===== config.mk =====
export PLATFORM = sky130hd
export DESIGN_NAME = marker_freeze_control
export DESIGN_NICKNAME = d
export VERILOG_FILES = /design/src/marker_freeze_pkg.sv /design/src/pin_sync.sv /design/src/event_trigger.sv /design/src/marker_freeze_control.sv
export SDC_FILE = /design/constraint.sdc
export NUM_CORES = 1
export LEC_CHECK = 0
export BUFFER_PORTS_ARGS = -buffer_cell sky130_fd_sc_hd__buf_2
export CAP_MARGIN = 20
export CORE_ASPECT_RATIO = 0.6
export CORE_UTILIZATION = 35
export DETAILED_ROUTE_END_ITERATION = 7
export MAX_ROUTING_LAYER = met4
export PLACE_DENSITY = 0.52
export SLEW_MARGIN = 20
export SYNTH_ARGS = -nofsm -noshare
export SYNTH_HDL_FRONTEND = slang
export SYNTH_HIERARCHICAL = 1
export SYNTH_SLANG_ARGS = --single-unit

===== constraint.sdc =====
create_clock -name clk_sys -period 2.4 [get_ports clk_sys]
set_input_delay 0.48 -clock clk_sys [delete_from_list [all_inputs] [get_ports clk_sys]]
set_output_delay 0.48 -clock clk_sys [all_outputs]
set_load 0.05 [all_outputs]

===== src/marker_freeze_pkg.sv =====
// Package with register map, field layouts and codes of the marker and freeze capture control.
package marker_freeze_pkg;

   // Register offsets on the parameter port.
   localparam logic [7:0] reg_event_trigger       = 8'h00;
   localparam logic [7:0] reg_reference_marker    = 8'h04;
   localparam logic [7:0] reg_feedback_marker     = 8'h08;
   localparam logic [7:0] reg_reference_source    = 8'h0c;
   localparam logic [7:0] reg_feedback_source     = 8'h10;
   localparam logic [7:0] reg_reference_mark_en   = 8'h14;
   localparam logic [7:0] reg_feedback_mark_en    = 8'h18;
   localparam logic [7:0] reg_reference_freeze_en = 8'h1c;
   localparam logic [7:0] reg_feedback_freeze_en  = 8'h20;
   localparam logic [7:0] reg_runtime_error       = 8'h24;
   localparam logic [7:0] reg_freeze_flags        = 8'h28;
   localparam logic [7:0] reg_marker_position     = 8'h2c;
   localparam logic [7:0] reg_freeze_route        = 8'h30;
   localparam logic [7:0] reg_irq_status          = 8'h34;
   localparam logic [7:0] reg_irq_mask            = 8'h38;

   // Reset values.
   localparam logic [7:0]  source_reset   = 8'h05;
   localparam logic [31:0] error_reset    = 32'h0000_0000;

   // Event trigger codes.
   localparam logic [15:0] trig_none  = 16'h0000;
   localparam logic [15:0] trig_base  = 16'h0001;
   localparam logic [15:0] trig_last  = 16'h0004;

   // Source codes.
   localparam logic [7:0] src_drive_first   = 8'h00;
   localparam logic [7:0] src_slot1_first   = 8'h01;
   localparam logic [7:0] src_slot3_first   = 8'h03;
   localparam logic [7:0] src_user_program  = 8'h04;
   localparam logic [7:0] src_unconfigured  = 8'h05;
   localparam logic [7:0] src_drive_second  = 8'h06;
   localparam logic [7:0] src_slot3_second  = 8'h09;
   localparam logic [7:0] src_slot4_first   = 8'h0a;
   localparam logic [7:0] src_slot4_second  = 8'h0b;

   // Runtime error codes.
   localparam logic [31:0] err_none_or_setup   = 32'h0000_0000;
   localparam logic [31:0] err_cam_too_small   = 32'h0000_0001;
   localparam logic [31:0] err_cam_overrun     = 32'h0000_0002;
   localparam logic [31:0] err_cam_size_zero   = 32'h0000_0003;
   localparam logic [31:0] err_cam_abs_reset   = 32'h0000_0004;

   // Interrupt status bit positions.
   localparam int irq_ref_marker  = 0;
   localparam int irq_fb_marker   = 1;
   localparam int irq_ref_freeze  = 2;
   localparam int irq_fb_freeze   = 3;
   localparam int irq_trip        = 4;
   localparam int irq_width       = 5;

   // Decoded source: which interface and which of five places (0 drive, 1..4 slots).
   typedef struct packed {
      logic       valid;
      logic       second;
      logic [2:0] place;
   } source_route_t;

   // Raw inputs from the five places, first and second interface each.
   typedef struct packed {
      logic [4:0] marker_first;
      logic [4:0] marker_second;
      logic [4:0] freeze_first;
      logic [4:0] freeze_second;
   } encoder_pins_t;

   // Source value to route, shared by selector and freeze logic.
   function automatic source_route_t decode_source(input logic [7:0] sel);
      source_route_t r;
      r = '0;
      if (sel == src_drive_first) begin
         r = '{1'b1, 1'b0, 3'd0};
      end else if (sel >= src_slot1_first && sel <= src_slot3_first) begin
         r = '{1'b1, 1'b0, sel[2:0]};
      end else if (sel == src_slot4_first) begin
         r = '{1'b1, 1'b0, 3'd4};
      end else if (sel >= src_drive_second && sel <= src_slot3_second) begin
         r = '{1'b1, 1'b1, 3'(sel - src_drive_second)};
      end else if (sel == src_slot4_second) begin
         r = '{1'b1, 1'b1, 3'd4};
      end
      return r;
   endfunction

endpackage


===== src/pin_sync.sv =====
// Three-stage synchroniser with agreement filter for asynchronous pin inputs.
module pin_sync
   import marker_freeze_pkg::*;
#(
   parameter int width = 20
) (
   input  wire logic             clk_sys,
   input  wire logic             rst_n,
   input  wire logic [width-1:0] pin_in,
   output logic      [width-1:0] level,
   output logic      [width-1:0] rise
);
   typedef struct packed {
      logic [width-1:0] s1;
      logic [width-1:0] s2;
      logic [width-1:0] s3;
      logic [width-1:0] lvl;
      logic [width-1:0] edge_q;
   } sync_state_t;

   sync_state_t state;
   sync_state_t next_state;

   // A change counts only once stages two and three agree; stage one feeds stage two alone.
   always_comb begin
      next_state        = state;
      next_state.s1     = pin_in;
      next_state.s2     = state.s1;
      next_state.s3     = state.s2;
      next_state.lvl    = state.lvl;
      for (int i = 0; i < width; i++) begin
         if (state.s2[i] == state.s3[i]) begin
            next_state.lvl[i] = state.s3[i];
         end
      end
      next_state.edge_q = next_state.lvl & ~state.lvl;
   end

   // Registers the whole state.
   always_ff @(posedge clk_sys) begin
      if (!rst_n) begin
         state <= '0;
      end else begin
         state <= next_state;
      end
   end

   assign level = state.lvl;
   assign rise  = state.edge_q;
endmodule // pin_sync


===== src/event_trigger.sv =====
// Event trigger decoder that turns a trigger write into one task start pulse.
module event_trigger
   import marker_freeze_pkg::*;
(
   input  wire logic        clk_sys,
   input  wire logic        rst_n,
   input  wire logic        write_stb,
   input  wire logic [15:0] value,
   output logic      [15:0] last_value,
   output logic      [3:0]  task_start
);
   typedef struct packed {
      logic [15:0] last;
      logic [3:0]  start;
   } trig_state_t;

   trig_state_t state;
   trig_state_t next_state;

   // Value 0 starts nothing, 1 the base task, 2..4 the numbered tasks; others are ignored.
   always_comb begin
      next_state       = state;
      next_state.start = 4'h0;
      if (write_stb) begin
         next_state.last = value;
         if (value >= trig_base && value <= trig_last) begin
            next_state.start = 4'(4'h1 << (value - trig_base));
         end
      end
   end

   // Registers the whole state.
   always_ff @(posedge clk_sys) begin
      if (!rst_n) begin
         state <= '{trig_none, 4'h0};
      end else begin
         state <= next_state;
      end
   end

   assign last_value = state.last;
   assign task_start = state.start;
endmodule // event_trigger


===== src/marker_freeze_control.sv =====
// Marker flags, freeze enables, source routing and runtime error register of the position option.
//
// Design decisions made here: the placing of the registers and strobed register access.
module marker_freeze_control
   import marker_freeze_pkg::*;
(
   input  wire logic          clk_sys,
   input  wire logic          rst_n,
   input  wire logic [7:0]    reg_addr,
   input  wire logic [31:0]   reg_wdata,
   input  wire logic          reg_write,
   input  wire logic          reg_read,
   output logic      [31:0]   reg_rdata,
   input  wire encoder_pins_t enc_pins,
   input  wire logic [31:0]   reference_position,
   input  wire logic          trip_81,
   input  wire logic [31:0]   trip_error_code,
   output logic      [3:0]    task_start,
   output logic               first_freeze_position_source,
   output logic               second_freeze_position_source,
   output logic               irq
);
   typedef struct packed {
      logic                 ref_marker;
      logic                 fb_marker;
      logic [7:0]           ref_source;
      logic [7:0]           fb_source;
      logic                 ref_mark_en;
      logic                 fb_mark_en;
      logic                 ref_freeze_en;
      logic                 fb_freeze_en;
      logic                 ref_freeze;
      logic                 fb_freeze;
      logic [31:0]          runtime_error;
      logic [31:0]          marker_position;
      logic                 route_first;
      logic                 route_second;
      logic [irq_width-1:0] irq_status;
      logic [irq_width-1:0] irq_mask;
      logic                 trip_prev;
      logic [31:0]          rdata;
   } ctrl_state_t;

   ctrl_state_t   state;
   ctrl_state_t   next_state;
   encoder_pins_t pin_rise;
   logic [15:0]   trig_last;
   source_route_t ref_route;
   source_route_t fb_route;
   logic          ref_marker_evt;
   logic          fb_marker_evt;
   logic          ref_freeze_evt;
   logic          fb_freeze_evt;
   logic          trip_evt;
   logic [irq_width-1:0] irq_events;

   // Pins arrive from other boards, so they all pass the agreement synchroniser.
   pin_sync #(
      .width ($bits(encoder_pins_t))
   ) u_pin_sync (
      .clk_sys (clk_sys),
      .rst_n   (rst_n),
      .pin_in  (enc_pins),
      .level   (),
      .rise    (pin_rise)
   );

   // Trigger writes decode into one start pulse per task.
   event_trigger u_event_trigger (
      .clk_sys    (clk_sys),
      .rst_n      (rst_n),
      .write_stb  (reg_write && reg_addr == reg_event_trigger),
      .value      (reg_wdata[15:0]),
      .last_value (trig_last),
      .task_start (task_start)
   );

   // Picks the marker or freeze edge of the place and interface a channel is routed to.
   function automatic logic pick(input source_route_t r, input logic [4:0] first, input logic [4:0] second);
      logic hit;
      hit = 1'b0;
      if (r.valid) begin
         hit = r.second ? second[r.place] : first[r.place];
      end
      return hit;
   endfunction

   // Source decode; user program and unconfigured codes decode to no route, so no pin reaches them.
   always_comb begin
      ref_route      = decode_source(state.ref_source);
      fb_route       = decode_source(state.fb_source);
      ref_marker_evt = pick(ref_route, pin_rise.marker_first, pin_rise.marker_second);
      fb_marker_evt  = pick(fb_route, pin_rise.marker_first, pin_rise.marker_second);
      ref_freeze_evt = pick(ref_route, pin_rise.freeze_first, pin_rise.freeze_second);
      fb_freeze_evt  = pick(fb_route, pin_rise.freeze_first, pin_rise.freeze_second);
   end

   // Trip is a level from the same clock; only its rising edge loads the error register.
   assign trip_evt = trip_81 && !state.trip_prev;

   // Main next-state logic: software writes first, then hardware sets so that sets win over clears.
   always_comb begin
      next_state       = state;
      next_state.rdata = 32'h0000_0000;
      irq_events       = '0;
      next_state.trip_prev = trip_81;

      // Register writes.
      if (reg_write) begin
         case (reg_addr)
            reg_reference_marker: begin
               if (!reg_wdata[0]) begin
                  next_state.ref_marker = 1'b0;
               end
            end
            reg_feedback_marker: begin
               if (!reg_wdata[0]) begin
                  next_state.fb_marker = 1'b0;
               end
            end
            reg_reference_source:    next_state.ref_source    = reg_wdata[7:0];
            reg_feedback_source:     next_state.fb_source     = reg_wdata[7:0];
            reg_reference_mark_en:   next_state.ref_mark_en   = reg_wdata[0];
            reg_feedback_mark_en:    next_state.fb_mark_en    = reg_wdata[0];
            reg_reference_freeze_en: next_state.ref_freeze_en = reg_wdata[0];
            reg_feedback_freeze_en:  next_state.fb_freeze_en  = reg_wdata[0];
            reg_freeze_flags: begin
               // Freeze flags re-arm by writing zero to their bit; writing one is ignored.
               if (!reg_wdata[0]) begin
                  next_state.ref_freeze = 1'b0;
               end
               if (!reg_wdata[1]) begin
                  next_state.fb_freeze = 1'b0;
               end
            end
            reg_irq_status: next_state.irq_status = state.irq_status & ~reg_wdata[irq_width-1:0];
            reg_irq_mask:   next_state.irq_mask   = reg_wdata[irq_width-1:0];
            default: begin
            end
         endcase
      end

      // Marker capture; a set flag swallows further pulses, so position holds the first one.
      if (ref_marker_evt && state.ref_mark_en && !state.ref_marker) begin
         next_state.ref_marker      = 1'b1;
         next_state.marker_position = reference_position;
         irq_events[irq_ref_marker] = 1'b1;
      end
      if (fb_marker_evt && state.fb_mark_en && !state.fb_marker) begin
         next_state.fb_marker       = 1'b1;
         irq_events[irq_fb_marker]  = 1'b1;
      end

      // Freeze capture only while the flag is zero and enabled.
      if (ref_freeze_evt && state.ref_freeze_en && !state.ref_freeze) begin
         next_state.ref_freeze      = 1'b1;
         irq_events[irq_ref_freeze] = 1'b1;
      end
      if (fb_freeze_evt && state.fb_freeze_en && !state.fb_freeze) begin
         next_state.fb_freeze       = 1'b1;
         irq_events[irq_fb_freeze]  = 1'b1;
      end

      // Error code is stored as given; codes 0 to 4 are defined, others pass through unchanged.
      if (trip_evt) begin
         next_state.runtime_error = trip_error_code;
         irq_events[irq_trip]     = 1'b1;
      end

      // Freeze position routing follows the selected interfaces; it is sticky so a later
      // user-program selection does not undo a routing software may rely on.
      if ((ref_route.valid && !ref_route.second) || (fb_route.valid && !fb_route.second)) begin
         next_state.route_first = 1'b1;
      end
      if ((ref_route.valid && ref_route.second) || (fb_route.valid && fb_route.second)) begin
         next_state.route_second = 1'b1;
      end

      next_state.irq_status = next_state.irq_status | irq_events;

      // Register reads; data appear the cycle after the strobe.
      if (reg_read) begin
         case (reg_addr)
            reg_event_trigger:       next_state.rdata = {16'h0000, trig_last};
            reg_reference_marker:    next_state.rdata = {31'h0, state.ref_marker};
            reg_feedback_marker:     next_state.rdata = {31'h0, state.fb_marker};
            reg_reference_source:    next_state.rdata = {24'h0, state.ref_source};
            reg_feedback_source:     next_state.rdata = {24'h0, state.fb_source};
            reg_reference_mark_en:   next_state.rdata = {31'h0, state.ref_mark_en};
            reg_feedback_mark_en:    next_state.rdata = {31'h0, state.fb_mark_en};
            reg_reference_freeze_en: next_state.rdata = {31'h0, state.ref_freeze_en};
            reg_feedback_freeze_en:  next_state.rdata = {31'h0, state.fb_freeze_en};
            reg_runtime_error:       next_state.rdata = state.runtime_error;
            reg_freeze_flags:        next_state.rdata = {30'h0, state.fb_freeze, state.ref_freeze};
            reg_marker_position:     next_state.rdata = state.marker_position;
            reg_freeze_route:        next_state.rdata = {30'h0, state.route_second, state.route_first};
            reg_irq_status:          next_state.rdata = {27'h0, state.irq_status};
            reg_irq_mask:            next_state.rdata = {27'h0, state.irq_mask};
            default:                 next_state.rdata = 32'h0000_0000;
         endcase
      end
   end

   // Registers the whole state; sources reset to unconfigured so nothing is routed.
   always_ff @(posedge clk_sys) begin
      if (!rst_n) begin
         state               <= '0;
         state.ref_source    <= source_reset;
         state.fb_source     <= source_reset;
         state.runtime_error <= error_reset;
      end else begin
         state <= next_state;
      end
   end

   assign reg_rdata                     = state.rdata;
   assign first_freeze_position_source  = state.route_first;
   assign second_freeze_position_source = state.route_second;
   assign irq                           = |(state.irq_status & state.irq_mask);
endmodule // marker_freeze_control


## Yosys cells after proc, flatten, opt, wreduce, memory -nomap -nowiden

Index checks and enable logic that the tools add are counted.

- Input bits: 129
- Word-level logic and storage cells: 221
- Register bits: 253
- Output and inout bits: 39

- Bitwise operators: 6
- Order comparisons: 12
- Equal/unequal tests: 42
- Add/sub/neg operators: 3
- Shift-type cells: 1
- Multiplexer cells: 79
- Reduce and logical (&&, ||, !) cells: 53

Operator list:

| cell | count |
|---|---|
| $pmux 32 s15 | 1 |
| $mux 5 | 12 |
| $eq 8x6->1 const B | 7 |
| $mux 1 | 53 |
| $eq 8x4->1 const B | 6 |
| $eq 8x5->1 const B | 4 |
| $bmux 1 s3 | 8 |
| $logic_not 8->1 | 3 |
| $mux 24 | 1 |
| $and 20x20->20 | 1 |
| $eq 1x1->1 | 20 |
| $not 20->20 | 1 |
| $logic_and 1x1->1 | 19 |
| $ge 16x1->1 const B | 1 |
| $ge 8x1->1 const B | 2 |
| $ge 8x3->1 const B | 2 |
| $le 16x3->1 const B | 1 |
| $le 8x2->1 const B | 2 |
| $le 8x4->1 const B | 2 |
| $mux 8 | 2 |
| $reduce_and 2->1 | 8 |
| $reduce_bool 2->1 | 8 |
| $shl 1x16->4 const A | 1 |
| $sub 16x1->16 const B | 1 |
| 13 further kinds | 30 |

## Depth between registers and ports, before layout

- Word-level depth: 14
- Mapped depth: 8

## Hierarchy

The synthesis kept the hierarchy.

By module, submodules not included:

| module | instances | area each (µm²) | sequential area each (µm²) | cells each |
|---|---|---|---|---|
| marker_freeze_control | 1 | 6,492.5 | 2,662.6 | 774 |
| pin_sync | 1 | 3,324.4 | 2,001.9 | 288 |
| event_trigger | 1 | 858.3 | 400.4 | 80 |

## Worst setup path before layout

No wires, ideal clock.

- Kind: register to register
- Start: register state[127] (netlist name)
- End: register state[48] (netlist name)
- Cell stages (with the launch flop): 9
- Setup slack: 0.161 ns
- Arrival: 2.168 ns
- Cells stage by stage: dfxtp_1 -> or4_1 -> buf_2 -> a32o_1 -> a311o_1 -> a211oi_2 -> buf_6 -> buf_12 -> mux2i_1

- Cells in the longest elaborated chain, start to end: 12
- Elaborated cells between the ends (all ways): 22
- Those cells by class: 4 x order compare; 2 x eq/ne; 11 x mux; 5 x reduce/logical

Ends and longest elaborated chain:

| item | RTL line | text |
|---|---|---|
| start, declared | marker_freeze_control.sv:44 | `ctrl_state_t state;` |
| start signal, assigned | marker_freeze_control.sv:212 | `state <= next_state;` |
| $ge 8x3->1, or another cell as far along | marker_freeze_pkg.sv:81 | `end else if (sel >= src_drive_second && sel <= src_slot3_second) begin` |
| $logic_and 1x1->1 / $mux 5 (equally long branches) | marker_freeze_pkg.sv:81, marker_freeze_pkg.sv:83 |  |
| $mux 5 | marker_freeze_pkg.sv:81 |  |
| $mux 5 | marker_freeze_pkg.sv:79 | `end else if (sel == src_slot4_first) begin` |
| $mux 5 | marker_freeze_pkg.sv:77 | `end else if (sel >= src_slot1_first && sel <= src_slot3_first) begin` |
| $mux 5 * | marker_freeze_pkg.sv:75 | `if (sel == src_drive_first) begin` |
| $bmux 1 s3 | marker_freeze_control.sv:83 | `hit = r.second ? second[r.place] : first[r.place];` |
| $mux 1 (implied by the code) | marker_freeze_control.sv:83 |  |
| $mux 1 | marker_freeze_control.sv:83 |  |
| $mux 1 * | marker_freeze_control.sv:82 | `if (r.valid) begin` |
| $logic_and 1x1->1 * (2 in series) | marker_freeze_control.sv:144 | `if (ref_marker_evt && state.ref_mark_en && !state.ref_marker) begin` |

Every way passes the cells marked *; elsewhere a longest branch is shown, timed or not. The select of a mux whose other input is x is not followed.
A chain may end at the register's enable or synchronous reset.

## Worst setup path in the final report

- Start: register state[127] (netlist name)
- End: register state[65] (netlist name)

Same word-level chain as after synthesis.

==> flow_summary.json <==
{
  "status": "finished clean",
  "grt_max_degree": 57,
  "hold_path_startpoint": "enc_pins[5]",
  "netlist_area_mm2": 0.01053,
  "antenna_found_initial": 0,
  "syn2layout_area_growth_pct": 19.27,
  "grt_overflow": 0,
  "syn_inst": 1122,
  "vdd_ir_drop_max_uv": 454.5,
  "die_area_mm2": 0.03079,
  "fill_cells": 2898,
  "firstDrtPassIters": 6,
  "p_leak_nw": 5.110,
  "wirelength_um": 28280,
  "cts_sinks": 253,
  "htree_num_levels": 1,
  "ios": 168,
  "powerDensity_mw_per_mm2": 700.5,
  "timing.final.hold_violations": 0,
  "maxCapViolCount": 0,
  "relSlewSlack": 0.5274,
  "final_antenna_net_count": 0,
  "fin_ws_ns": 0.09211,
  "endpoint_kind": "flip-flop",
  "gp_congestion": 0.8932,
  "die_y_um": 136.3,
  "worstMarginPinSlew_ns": 0.7079,
  "seq_area_mm2": 0.005065,
  "drv_slew": 0,
  "clock_path_buffers": 3,
  "vias_per_cell": 5.010,
  "grt_pass1_wl_um": 42960,
  "grt_pass1_vias": 7740,
  "wl_per_cell_um": 17.03,
  "critPathLaunch": "state[127]$_SDFFE_PN0P_",
  "required_ns": 2.85,
  "start_kind": "flip-flop",
  "coreArea_mm2": 0.02913,
  "reg2reg_from": "state[127]$_SDFFE_PN0P_",
  "start_util": 0.3613,
  "drive_gt1_frac": 0.2427,
  "yosys_warnings": 6,
  "rsz0062_at_grt": "no",
  "grtUsageTotal": 0.1848,
  "n_antenna_cell": 0,
  "pre_cts_ws_ns": 0.02268,
  "cts_buffers": 25,
  "die_w_um": 225.9,
  "finalSetupTns_ns": 0,
  "portBuffers": 151,
  "criticalPathCategory": "reg2reg",
  "syn_nets": 1252,
  "cts_tree": "done",
  "path_max_fanout": 5,
  "holdCritPathClass": "in2reg",
  "first_iter_violations": 745,
  "clock-root-buffer": "clkbuf_16",
  "fin_skew_ns": 0.01825,
  "rows": 48,
  "vias": 8322,
  "setup_viol": 0,
  "multi_input_area_mm2": 0.004682,
  "route.detailed.drc": 0,
  "dp_hpwl_um": 19790,
  "fin_crit_ns": 2.308,
  "critPathArrivalTime_ns": 2.76,
  "clk_pin_slew_ns": 0.06,
  "finalCritPeriodShare": 0.9616,
  "avgSynthCellArea_um2": 9.381,
  "max_freq_mhz": 433.3,
  "layout.nets": 1372,
  "ff2ff_setup_slack_ns": 0.09,
  "clk-insertion-delay-late_ns": 0.55
}
-- layout by cell type, fill, tap and decap left out, drive strengths merged, types with 3 or more instances in the layout --
cell / instances
and2: 62
nor3b: 3
and3: 3
a311oi: 3
clkinv: 4
or4b: 4
nor3: 7
o211ai: 3
buf: 215
o22ai: 3
nor4b: 5
nor2: 44
nor4: 12
mux2: 6
nor2b: 22
nand4: 7
mux2i: 61
a22o: 5
nand3b: 8
o21ai: 29
and3b: 22
a22oi: 25
a21boi: 60
a222oi: 16
inv: 14
nand3: 35
a221oi: 5
nand2b: 11
dfxtp: 253
a21oi: 27
or4: 4
a31oi: 8
o21a: 4
nand2: 187
a2111oi: 4
o31ai: 3
clkbuf: 41
-- worst max-delay path, cell delays in order (launching register included) --
cell      delay [ns]
dfxtp_1         0.32
or4_4           0.55
a32o_1          0.21
a311o_1         0.31
a211oi_4        0.30
buf_6           0.18
buf_12          0.15
mux2i_1         0.20
-- routing by layer --
metal,global-route usage,share of wire,up-vias
met5,-,0,-
met4,0.02872,0.010,0
met3,0.03912,0.063,30
met2,0.2350,0.38,229
met1,0.2909,0.55,3955
li1,-,-,4108
-- final timing paths --
path,to,depth (start not counted)
max,state[65]$_SDFFE_PN0P_,7
min,u_pin_sync/next_state[65]$_SDFF_PN0_,2
max reg2reg,state[65]$_SDFFE_PN0P_,7
min reg2reg,u_pin_sync/next_state[55]$_SDFF_PN0_,1
-- report_power, final --
group | switching [mW] | total (mW) | internal (mW)
Sequential | 0.0347 | 4.31 | 4.27
Clock | 1.67 | 4.07 | 2.40
Combinational | 0.233 | 0.416 | 0.183
-- layout make-up --
cell class	count	area share
Sequential cell	253	0.4035
Timing Repair Buffer	218	0.1111
Inverter	13	0.003887
Clock buffer	38	0.06010
Tap cell	400	0.03987
Multi-Input combinational cell	731	0.3730
Clock inverter	8	0.008572
-- state kept, by name (all words and copies together) (netlist names) --
name and count:
first_freeze_position_source 1, reg_rdata 32, second_freeze_position_source 1, state 99
u_event_trigger/last_value 16, u_event_trigger/task_start 4, u_pin_sync/level 20, u_pin_sync/next_state 40
u_pin_sync/rise 20, u_pin_sync/state 20
-- what timing repair did --
action	CTS	global route
gates cloned	1	3
resized for setup	1	3
buffers inserted	2	0
pin swaps	1	2
hold buffers	0	0
setup endpoints to repair	1	13
-- per-stage QoR --
step	area (µm²)	utilization	hold slack, ns	cells	total power [mW]
floorplan	10530	-	0.4119	1122	4.610
global placement	11560	0.3970	0.4197	1609	4.818
detailed placement	11560	0.3970	0.4177	1609	4.821
CTS	12470	0.4280	0.1057	1658	8.921
global route	12550	0.4310	0.1140	1661	9.154
finish	12550	0.4310	0.1356	1661	8.793
Power figures use the tool's default switching activity.
